==> config.mk <==
export PLATFORM = sky130hd
export DESIGN_NAME = pis_seq
export DESIGN_NICKNAME = d
export VERILOG_FILES = /design/src/rtl/pis_seq.v
export VERILOG_INCLUDE_DIRS = /design/src /design/src/rtl
export SDC_FILE = /design/constraint.sdc
export NUM_CORES = 1
export LEC_CHECK = 0
export BUFFER_PORTS_ARGS = -buffer_cell sky130_fd_sc_hd__clkbuf_2
export CAP_MARGIN = 20
export CORE_ASPECT_RATIO = 1.4
export CORE_UTILIZATION = 37
export DETAILED_ROUTE_END_ITERATION = 6
export PLACE_DENSITY_LB_ADDON = 0.1
export RECOVER_POWER = 100
export SYNTH_ARGS = -nofsm -noshare
export SYNTH_HDL_FRONTEND = slang
export SYNTH_SLANG_ARGS = --single-unit
==> constraint.sdc <==
create_clock -name i_clk -period 3.7 [get_ports i_clk]
set_input_delay 0.185 -clock i_clk [delete_from_list [all_inputs] [get_ports i_clk]]
set_output_delay 0.185 -clock i_clk [all_outputs]
set_load 0.02 [all_outputs]
==> src/rtl/pis_seq_regs.vh <==
`ifndef PIS_SEQ_REGS_VH
`define PIS_SEQ_REGS_VH

// ****************************************************************
// Register offsets on the plain register port
// ****************************************************************
`define PIS_ADDR_CTRL 8'h00
`define PIS_ADDR_STATE 8'h01
`define PIS_ADDR_SHADCTL 8'h02
`define PIS_ADDR_VTB_L 8'h03
`define PIS_ADDR_VTB_H 8'h04
`define PIS_ADDR_VTB_U 8'h05
`define PIS_ADDR_SHADOW 8'h10

// ****************************************************************
// Field positions
// ****************************************************************
`define PIS_CTRL_HIGH_EN 7
`define PIS_CTRL_LOW_EN 6
`define PIS_CTRL_PRIO_EN 5
`define PIS_CTRL_VEC_EN 4
`define PIS_SHAD_SEL 0
`define PIS_CTRL_WMASK 8'hF0

// ****************************************************************
// Reset values and fixed non-vectored entry addresses
// ****************************************************************
`define PIS_CTRL_RST 8'h10
`define PIS_VTB_RST 24'h000008
`define PIS_NV_HIGH_ADDR 24'h000008
`define PIS_NV_LOW_ADDR 24'h000018

// ****************************************************************
// Execution states
// ****************************************************************
`define PIS_EXEC_MAIN 2'h0
`define PIS_EXEC_LOW 2'h1
`define PIS_EXEC_HIGH 2'h2

// ****************************************************************
// Sequencer shifts and layout
// ****************************************************************
`define PIS_ENTRY_SHIFT 2
`define PIS_TBL_STRIDE_SHIFT 1
`define PIS_CTX_BYTES 13

`endif

==> src/rtl/pis_seq.v <==
`include "pis_seq_regs.vh"
`timescale 1ns/1ps
`default_nettype none

module pis_seq #(
  parameter NSRC = 82,
  parameter VW = 7
) (
  input wire i_clk,
  input wire i_rst_n,
  input wire [7:0] i_addr,
  input wire [7:0] i_wdata,
  input wire i_we,
  input wire i_re,
  output reg [7:0] o_rdata,
  input wire [NSRC-1:0] i_pending_flag_regs,
  input wire [NSRC-1:0] i_source_enable_bit,
  input wire [NSRC-1:0] i_source_high,
  input wire i_cyc_en,
  input wire i_instr_done,
  input wire i_return_from_irq_instr,
  input wire i_return_from_irq_instr_restore,
  input wire [8*`PIS_CTX_BYTES-1:0] i_ctx,
  input wire [15:0] i_tbl_data,
  output reg o_forced_no_op,
  output reg o_working_we,
  output reg [7:0] o_working_val,
  output reg o_pc_push,
  output reg o_pc_pop,
  output reg o_pc_load,
  output reg [23:0] o_pc_val,
  output reg o_tbl_rd,
  output reg [23:0] o_tbl_addr,
  output reg o_ctx_we,
  output reg [8*`PIS_CTX_BYTES-1:0] o_ctx_val,
  output reg [1:0] o_exec_state
);

  // ****************************************************************
  // Sequencer states
  // ****************************************************************
  localparam ST_RUN = 3'h0;
  localparam ST_LAT1 = 3'h1;
  localparam ST_LAT2 = 3'h2;
  localparam ST_LAT3 = 3'h3;
  localparam ST_NV1 = 3'h4;
  localparam ST_NV2 = 3'h5;
  localparam ST_ABORT = 3'h6;
  localparam NCTX = `PIS_CTX_BYTES;

  reg [7:0] ctrl_q;
  reg shad_sel_q;
  reg [23:0] vtb_q;
  reg [2:0] st_q;
  reg low_act_q;
  reg high_act_q;
  reg [VW-1:0] vec_q;
  reg vec_high_q;
  reg [7:0] shadow_q [0:2*NCTX-1];

  wire high_en = ctrl_q[`PIS_CTRL_HIGH_EN];
  wire low_en = ctrl_q[`PIS_CTRL_LOW_EN];
  wire prio_en = ctrl_q[`PIS_CTRL_PRIO_EN];
  wire vec_en = ctrl_q[`PIS_CTRL_VEC_EN];
  wire boundary = i_cyc_en & i_instr_done;

  // ****************************************************************
  // Request resolution
  // ****************************************************************
  // A flag that reads 1 with its enable set is pending; flags are
  // never cleared here, software clears them at the source
  wire [NSRC-1:0] live = i_pending_flag_regs & i_source_enable_bit;
  // With priorities off every source counts as the single high level
  wire [NSRC-1:0] hi_cand = prio_en ? (live & i_source_high) : live;
  wire [NSRC-1:0] lo_cand = prio_en ? (live & ~i_source_high) : {NSRC{1'b0}};

  reg [VW-1:0] hi_vec;
  reg [VW-1:0] lo_vec;
  integer k;
  // Scan downward so the lowest vector number is the last to stick
  always @* begin
    hi_vec = {VW{1'b0}};
    lo_vec = {VW{1'b0}};
    for (k = NSRC - 1; k >= 0; k = k - 1) begin
      if (hi_cand[k]) begin
        hi_vec = k[VW-1:0];
      end
      if (lo_cand[k]) begin
        lo_vec = k[VW-1:0];
      end
    end
  end

  // Acceptance depends on the current level, never on clearing enables
  wire hi_ok = (|hi_cand) & high_en & ~high_act_q;
  wire lo_ok = (|lo_cand) & high_en & low_en & ~low_act_q & ~high_act_q;
  wire take = hi_ok | lo_ok;
  // High wins over a concurrent low; the low stays pending for later
  wire take_hi = hi_ok;
  wire [VW-1:0] take_vec = hi_ok ? hi_vec : lo_vec;

  // The captured request is still valid only if flag, enable and level
  // enable all survive the last instruction before vectoring
  wire still_ok = i_pending_flag_regs[vec_q] & i_source_enable_bit[vec_q] & high_en &
                  (vec_high_q | low_en);

  // Save into the low slot only when a high preempts a low handler
  wire save_slot = prio_en & vec_high_q & low_act_q;
  // Leaving high with a low underneath restores the low context
  wire rest_slot = high_act_q & low_act_q;

  // Table word address is the base plus two bytes per vector; the entry
  // read back is a word address, so it is shifted up into a byte address
  wire [23:0] tbl_next = vtb_q + ({{(24-VW){1'b0}}, vec_q} << `PIS_TBL_STRIDE_SHIFT);
  wire [23:0] entry_addr = {8'h00, i_tbl_data} << `PIS_ENTRY_SHIFT;
  wire [7:0] vec_byte = {{(8-VW){1'b0}}, vec_q};

  // ****************************************************************
  // Entry and return sequencer
  // ****************************************************************
  // All latency cycles issue a forced no-op so the core executes nothing
  always @(posedge i_clk or negedge i_rst_n) begin
    if (!i_rst_n) begin
      st_q <= ST_RUN;
      low_act_q <= 1'b0;
      high_act_q <= 1'b0;
      vec_q <= {VW{1'b0}};
      vec_high_q <= 1'b0;
      o_forced_no_op <= 1'b0;
      o_working_we <= 1'b0;
      o_working_val <= 8'h00;
      o_pc_push <= 1'b0;
      o_pc_pop <= 1'b0;
      o_pc_load <= 1'b0;
      o_pc_val <= 24'h000000;
      o_tbl_rd <= 1'b0;
      o_tbl_addr <= 24'h000000;
      o_ctx_we <= 1'b0;
      o_exec_state <= `PIS_EXEC_MAIN;
    end else begin
      o_working_we <= 1'b0;
      o_pc_push <= 1'b0;
      o_pc_pop <= 1'b0;
      o_pc_load <= 1'b0;
      o_tbl_rd <= 1'b0;
      o_ctx_we <= 1'b0;
      if (i_cyc_en) begin
        o_forced_no_op <= 1'b0;
      end
      case (st_q)
        ST_RUN: begin
          if (boundary && i_return_from_irq_instr) begin
            // Return pops PC; the level being left decides what is restored
            o_pc_pop <= 1'b1;
            o_ctx_we <= i_return_from_irq_instr_restore;
            if (high_act_q) begin
              high_act_q <= 1'b0;
            end else begin
              low_act_q <= 1'b0;
            end
          end else if (boundary && take) begin
            // Halt the routine at the boundary and start entry
            vec_q <= take_vec;
            vec_high_q <= take_hi;
            o_forced_no_op <= 1'b1;
            st_q <= vec_en ? ST_LAT1 : ST_NV1;
          end
        end
        ST_LAT1: begin
          if (i_cyc_en) begin
            if (!still_ok) begin
              st_q <= ST_ABORT;
              o_forced_no_op <= 1'b1;
            end else begin
              // Save context, push PC and place vector in working reg, all in this one step
              o_pc_push <= 1'b1;
              o_working_we <= 1'b1;
              o_working_val <= vec_byte;
              o_tbl_addr <= tbl_next;
              o_forced_no_op <= 1'b1;
              if (vec_high_q) begin
                high_act_q <= 1'b1;
              end else begin
                low_act_q <= 1'b1;
              end
              st_q <= ST_LAT2;
            end
          end
        end
        ST_LAT2: begin
          if (i_cyc_en) begin
            o_tbl_rd <= 1'b1;
            o_forced_no_op <= 1'b1;
            st_q <= ST_LAT3;
          end
        end
        ST_LAT3: begin
          if (i_cyc_en) begin
            o_pc_load <= 1'b1;
            o_pc_val <= entry_addr;
            o_forced_no_op <= 1'b1;
            st_q <= ST_RUN;
          end
        end
        ST_NV1: begin
          if (i_cyc_en) begin
            if (!still_ok) begin
              st_q <= ST_ABORT;
              o_forced_no_op <= 1'b1;
            end else begin
              // No table in this mode: push, vector, then a fixed level address
              o_pc_push <= 1'b1;
              o_working_we <= 1'b1;
              o_working_val <= vec_byte;
              o_forced_no_op <= 1'b1;
              if (vec_high_q) begin
                high_act_q <= 1'b1;
              end else begin
                low_act_q <= 1'b1;
              end
              st_q <= ST_NV2;
            end
          end
        end
        ST_NV2: begin
          if (i_cyc_en) begin
            // Fixed level address; software scans for the source
            o_pc_load <= 1'b1;
            o_pc_val <= vec_high_q ? `PIS_NV_HIGH_ADDR : `PIS_NV_LOW_ADDR;
            o_forced_no_op <= 1'b1;
            st_q <= ST_RUN;
          end
        end
        ST_ABORT: begin
          // The capture cycle already showed a no-op; this state adds the
          // one inserted no-op, then the halted routine continues with nothing saved,
          // pushed or written, so the aborted request leaves no trace
          if (i_cyc_en) begin
            st_q <= ST_RUN;
          end
        end
        default: begin
          st_q <= ST_RUN;
        end
      endcase
      // Readable execution level follows the level flags; it lags them by
      // one clock, which software reading the register never notices
      if (high_act_q) begin
        o_exec_state <= `PIS_EXEC_HIGH;
      end else if (low_act_q) begin
        o_exec_state <= `PIS_EXEC_LOW;
      end else begin
        o_exec_state <= `PIS_EXEC_MAIN;
      end
    end
  end

  // ****************************************************************
  // Restore data path
  // ****************************************************************
  // Context data is latched on the return so it is stable with o_ctx_we;
  // the restore slot is the level underneath the one being left
  wire ret_now = (st_q == ST_RUN) & boundary & i_return_from_irq_instr;
  wire [8*NCTX-1:0] rest_bytes;
  genvar g;
  generate
    for (g = 0; g < NCTX; g = g + 1) begin : g_rest
      // Pick byte g of the slot that the return hands back
      assign rest_bytes[8*g+:8] = shadow_q[rest_slot ? NCTX + g : g];
    end
  endgenerate

  // One register for the whole restore word keeps a single driver
  always @(posedge i_clk or negedge i_rst_n) begin
    if (!i_rst_n) begin
      o_ctx_val <= {8*NCTX{1'b0}};
    end else if (ret_now) begin
      o_ctx_val <= rest_bytes;
    end
  end

  // ****************************************************************
  // Shadow context store
  // ****************************************************************
  // Hardware save takes priority over a software write in the same
  // cycle, so a live context can never be half overwritten
  wire save_now = i_cyc_en & still_ok & (st_q == ST_LAT1 || st_q == ST_NV1);
  wire sw_shadow = i_we && (i_addr >= `PIS_ADDR_SHADOW) &&
                   (i_addr < `PIS_ADDR_SHADOW + NCTX);
  wire [7:0] sh_off = i_addr - `PIS_ADDR_SHADOW;
  generate
    for (g = 0; g < 2 * NCTX; g = g + 1) begin : g_shad
      always @(posedge i_clk or negedge i_rst_n) begin
        if (!i_rst_n) begin
          shadow_q[g] <= 8'h00;
        end else if (save_now && (g / NCTX) == save_slot) begin
          shadow_q[g] <= i_ctx[8*(g%NCTX)+:8];
        end else if (sw_shadow && (g / NCTX) == shad_sel_q && sh_off == (g % NCTX)) begin
          shadow_q[g] <= i_wdata;
        end
      end
    end
  endgenerate

  // ****************************************************************
  // Register port
  // ****************************************************************
  // Control bits change only by software; entry leaves them alone
  always @(posedge i_clk or negedge i_rst_n) begin
    if (!i_rst_n) begin
      ctrl_q <= `PIS_CTRL_RST;
      shad_sel_q <= 1'b0;
      vtb_q <= `PIS_VTB_RST;
    end else if (i_we) begin
      case (i_addr)
        `PIS_ADDR_CTRL: ctrl_q <= i_wdata & `PIS_CTRL_WMASK;
        `PIS_ADDR_SHADCTL: shad_sel_q <= i_wdata[`PIS_SHAD_SEL];
        `PIS_ADDR_VTB_L: vtb_q[7:0] <= i_wdata;
        `PIS_ADDR_VTB_H: vtb_q[15:8] <= i_wdata;
        `PIS_ADDR_VTB_U: vtb_q[23:16] <= i_wdata;
        default: begin
        end
      endcase
    end
  end

  // Read data stands one cycle after the strobe; unmapped reads zero
  always @(posedge i_clk or negedge i_rst_n) begin
    if (!i_rst_n) begin
      o_rdata <= 8'h00;
    end else if (i_re) begin
      if (i_addr >= `PIS_ADDR_SHADOW && i_addr < `PIS_ADDR_SHADOW + NCTX) begin
        o_rdata <= shadow_q[shad_sel_q ? NCTX + sh_off : sh_off];
      end else begin
        case (i_addr)
          `PIS_ADDR_CTRL: o_rdata <= ctrl_q;
          `PIS_ADDR_STATE: o_rdata <= {6'h00, o_exec_state};
          `PIS_ADDR_SHADCTL: o_rdata <= {7'h00, shad_sel_q};
          `PIS_ADDR_VTB_L: o_rdata <= vtb_q[7:0];
          `PIS_ADDR_VTB_H: o_rdata <= vtb_q[15:8];
          `PIS_ADDR_VTB_U: o_rdata <= vtb_q[23:16];
          default: o_rdata <= 8'h00;
        endcase
      end
    end else begin
      o_rdata <= 8'h00;
    end
  end

endmodule // pis_seq

`default_nettype wire

==> summary.txt <==
Clock network
  • Root Driver: clkbuf_16
  • CTS tree: built
  • Clk sink count: 417
  • TritonCTS Buffers: 43
  • H-tree depth: 2
  • Insertion delay of the later-clocked pin in the worst-skew pair: ~0.6 ns
  • Max Buffers Root-to-Sink: 3
  • Clk pin slew, worst setup/hold paths: 0.07 ns

Min path
  • Hold Crit Class: in -> reg
  • Hold depth: 5

Global route
  • Largest net degree at the start of global routing: 107
  • Total grt overflow: 0
  • Initial antenna violation count: 5
  • First-pass GRT wire length: around 170000 µm
  • Met3 Track Usage GR: under 10%
  • GR Util met1: about a third
  • Gr usage total: a little under a third
  • M2 GR Usage: roughly 60%
  • Vias in the first global route: 25100
  • GR peak layer: met2

Placement
  • Buffers on Ports: 557
  • GPL Wtd Cong: between 0.9 and 1
  • Placed wire-length estimate: roughly 94000 µm

Yosys
  • Post-Syn Area: ~27000 µm²
  • Synth Warn #: 0
  • Post-Syn Instances: around 2500
  • Post-synth EDFFs: 0
  • Register area share after synthesis: 38.5%
  • Synth top area share: between 30% and 40%
  • Yosys top cell by area: dfrtp_1
  • Count of state elements after synthesis: between 400 and 500
  • Ys async rst share: 100%
  • Top cells by area, synth: dfrtp_1, mux2_2, mux4_2
  • Top_reg_cell synth: dfrtp_1
  • Syn Area/Cell: about 11 µm²
  • Yosys cell types: 80

Power
  • Leak: between 15 and 20 nW
  • Comb power frac: between 20% and 30%
  • Switching pwr: roughly 4.2 mW
  • Int Pwr: between 8 and 9 mW
  • PD cells: roughly 360 nW/µm²
  • Part of the power in the clock network: between 30% and 40%
  • Net Sw Frac: between 30% and 40%
  • Flop pwr share: 41.6%
  • Peak VDD IR: between 0.0003 and 0.0004 V

Setup path
  • Cell depth of the worst setup path: 10
  • Critical path required time: around 4.2 ns
  • Cells along the critical path: buf_6, mux4_2, mux4_2, nor3b_1, o32a_1, or4_4, or2_4, buf_4, buf_12, mux2_4
  • CP max stage cell: mux4_2
  • Kind of critical path: reg -> reg
  • Slowest stage delay, CP: around 0.54 ns
  • CP Launch Type: flop
  • Cell mode on critical path: mux4_2
  • Crit path max-delay family: multiplexers
  • CP arrival: about 4.2 ns
  • Worst Setup End Kind: flop
  • Crit-path max FO: 24
  • Worst Path Buf+Inv: 3
  • R2R cell count: 10

Cells and area
  • Area delta synth->final: 29.4%
  • Final #Nets: 3714
  • Fillers: about 7000
  • Share of layout cells above drive strength 1: between 30% and 40%

Die
  • Rows: 117
  • Die Ht: 322 µm
  • Initial Util: between 30% and 40%
  • Die area: ~74000 µm²
  • Die X: about 230 µm
  • Top-Level Pins: around 570
  • Core area: between 70000 and 80000 µm²

Detailed routing
  • 1st-iter DRT viols: roughly 1700
  • Wire per inst: ~28 µm
  • Vias/cell: 5.71
  • Antenna-violating nets left: 0
  • DRC viols: 0
  • Drt total wl: ~120000 µm
  • Vias: between 20000 and 25000
  • First-pass DRT Iterations: 5

Timing
  • Max Slew Vio Count: between 100 and 150
  • Setup TNS: 0 ns
  • Clk_skew: 0.0322 ns
  • Highest clock rate: around 270 MHz
  • RSZ-0062 raised after global routing: true
  • Count of final hold-check violations: 0
  • Setup violators final: 0
  • Post-layout min period: roughly 3.7 ns
  • Worst-margin pin slew: about 3 ns
  • Final Cycle Share: 99.6%
  • Slew headroom: -106%
  • Hold Slack: ~0.072 ns

Run status
  • Status: finished, violations left
  • Violated checks: max-capacitance violations, max-slew violations

Run
  • Max cap viols: 2
[cell usage after synthesis, drive strengths merged (6+ instances only)]
library cell / count
a31oi: 12
o211ai: 21
or2: 17
mux2: 455
and4b: 22
a21oi: 46
nor2b: 78
a211o: 6
o22a: 6
xor2: 15
ha: 12
nand2: 322
nand4b: 61
or4: 7
nor4: 9
a211oi: 13
and2: 26
o32a: 6
nand2b: 25
nand4: 23
buf: 59
nor4b: 6
mux2i: 121
a22o: 11
nor2: 89
mux4: 84
nor3: 24
o22ai: 37
and3b: 10
inv: 24
o21ai: 181
and3: 12
o21a: 6
nand3b: 6
a22oi: 7
clkbuf: 105
nand3: 49
dfrtp: 415
xnor2: 12
o221ai: 14
[cells in the final DEF, fill, tap and decap left out, types with 14 or more instances in the layout]
cell | netlist | layout
o211ai_1 | 21 | 21
o21ai_0 | 178 | 178
nand4b_1 | 61 | 61
dfrtp_1 | 415 | 413
clkbuf_2 | 0 | 390
or2_2 | 16 | 15
clkbuf_1 | 105 | 175
a21oi_1 | 46 | 46
mux2i_1 | 121 | 120
dlygate4sd3_1 | 0 | 124
buf_12 | 0 | 27
nor3_1 | 24 | 24
and4b_1 | 22 | 22
clkbuf_16 | 0 | 52
mux4_2 | 84 | 84
nand2b_1 | 25 | 24
nand4_1 | 23 | 23
o22ai_1 | 37 | 36
nor2b_1 | 78 | 76
mux2_2 | 395 | 395
and2_1 | 26 | 22
xor2_1 | 15 | 15
nand3_1 | 49 | 49
buf_4 | 17 | 149
o221ai_1 | 14 | 14
nor2_1 | 89 | 89
nand2_1 | 322 | 321
mux2_4 | 60 | 60
inv_1 | 24 | 24
[cells by family (layout without fill, tap and decap cells)]
kind of cell,after synthesis,count (layout),share of synthesized area (%)
compound gates,435,435,10.3
xor+xnor,27,27,0.872
fa+ha+maj,13,13,0.627
buf+inv,189,989,3.13
flops,417,417,38.5
mux,660,660,31.2
other cells,1,12,0.0138
simple gates,796,796,15.4
[path summary, 6_finish.rpt]
kind                                        endpoint                      from  slack [ns]
setup / recovery            shadow_q[39]$_DFFE_PN0P_      vec_q[2]$_DFFE_PN0P_        0.01
hold / removal                vec_high_q$_DFFE_PN0P_   i_return_from_irq_instr        0.07
setup reg to reg            shadow_q[39]$_DFFE_PN0P_      vec_q[2]$_DFFE_PN0P_        0.01
hold reg to reg             o_pc_val[10]$_DFFE_PN0P_  o_pc_val[10]$_DFFE_PN0P_        0.47
max in group asynchronous   shadow_q[10]$_DFFE_PN0P_                   i_rst_n        0.66
min in group asynchronous  o_ctx_val[37]$_DFFE_PN0P_                   i_rst_n        1.10
[stage by stage]
stage | power [mW] | instances | setup slack, ns | cell area [µm²] | util [%]
2_1_floorplan | 6.83 | 2546 | 0.00275 | 27200 | -
3_5_place_dp | 8.29 | 4058 | -0.214 | 32000 | 44.1
3_3_place_gp | 8.24 | 4058 | -0.225 | 32000 | 44.1
5_1_grt | 13.3 | 4298 | -0.0396 | 35100 | 48.3
4_1_cts | 13.0 | 4273 | -0.000334 | 34800 | 47.9
6_report | 12.8 | 4301 | 0.0135 | 35100 | 48.3
[routing by layer]
layer / wire length (µm) / share of wire (%)
met3: 5930 / 4.9
met4: 6750 / 5.6
met2: 64600 / 54
met1: 42900 / 36
met5: 63 / 0.052
[worst register-to-register path, stage by stage (launching register included)]
cell	delay [ns]
dfrtp_1	0.42
buf_6	0.16
mux4_2	0.55
mux4_2	0.50
nor3b_1	0.16
o32a_1	0.36
or4_4	0.45
or2_4	0.27
buf_4	0.19
buf_12	0.19
mux2_4	0.33
[area by class of cell]
cell class | count | area (µm²) | share of cell area, %
clock buffer | 55 | 1190 | 3.40
sequential | 417 | 10400 | 29.8
inverter | 25 | 93.8 | 0.267
multi-input combinational | 1940 | 16000 | 45.6
antenna | 3 | 7.51 | 0.0214
clock inverter | 25 | 235 | 0.670
tap | 952 | 1190 | 3.40
timing repair buffer | 884 | 5930 | 16.9
[flip-flops by register name (all words and copies together), names as in the netlist]
name	count
shadow_q	208
vec_q	7
o_forced_no_op	1
o_pc_val	16
high_act_q	1
o_pc_push	1
o_rdata	8
o_ctx_we	1
vtb_q	24
o_working_val	7
low_act_q	1
shad_sel_q	1
o_tbl_addr	24
st_q	3
o_ctx_val	104
vec_high_q	1
o_tbl_rd	1
ctrl_q	4
o_pc_load	1
o_pc_pop	1
o_exec_state	2
[power groups by stage]
stage	combinational (mW)	sequential, mW	clock (mW)
2_1_floorplan	1.21	5.62	0
3_3_place_gp	2.85	5.39	0
3_5_place_dp	2.88	5.41	0
4_1_cts	3.00	5.33	4.62
5_1_grt	3.17	5.37	4.78
6_report	2.94	5.32	4.52
[what timing repair did]
action | CTS | global route
gates resized for setup | 4 | 27
hold buffers | 124 | 0
pin swaps | 5 | 3
setup endpoints to repair | 78 | 153
hold endpoints to repair | 331 | 0
setup buffers | 11 | 11
gates cloned | 0 | 14
(Power assumes the default switching activity.)
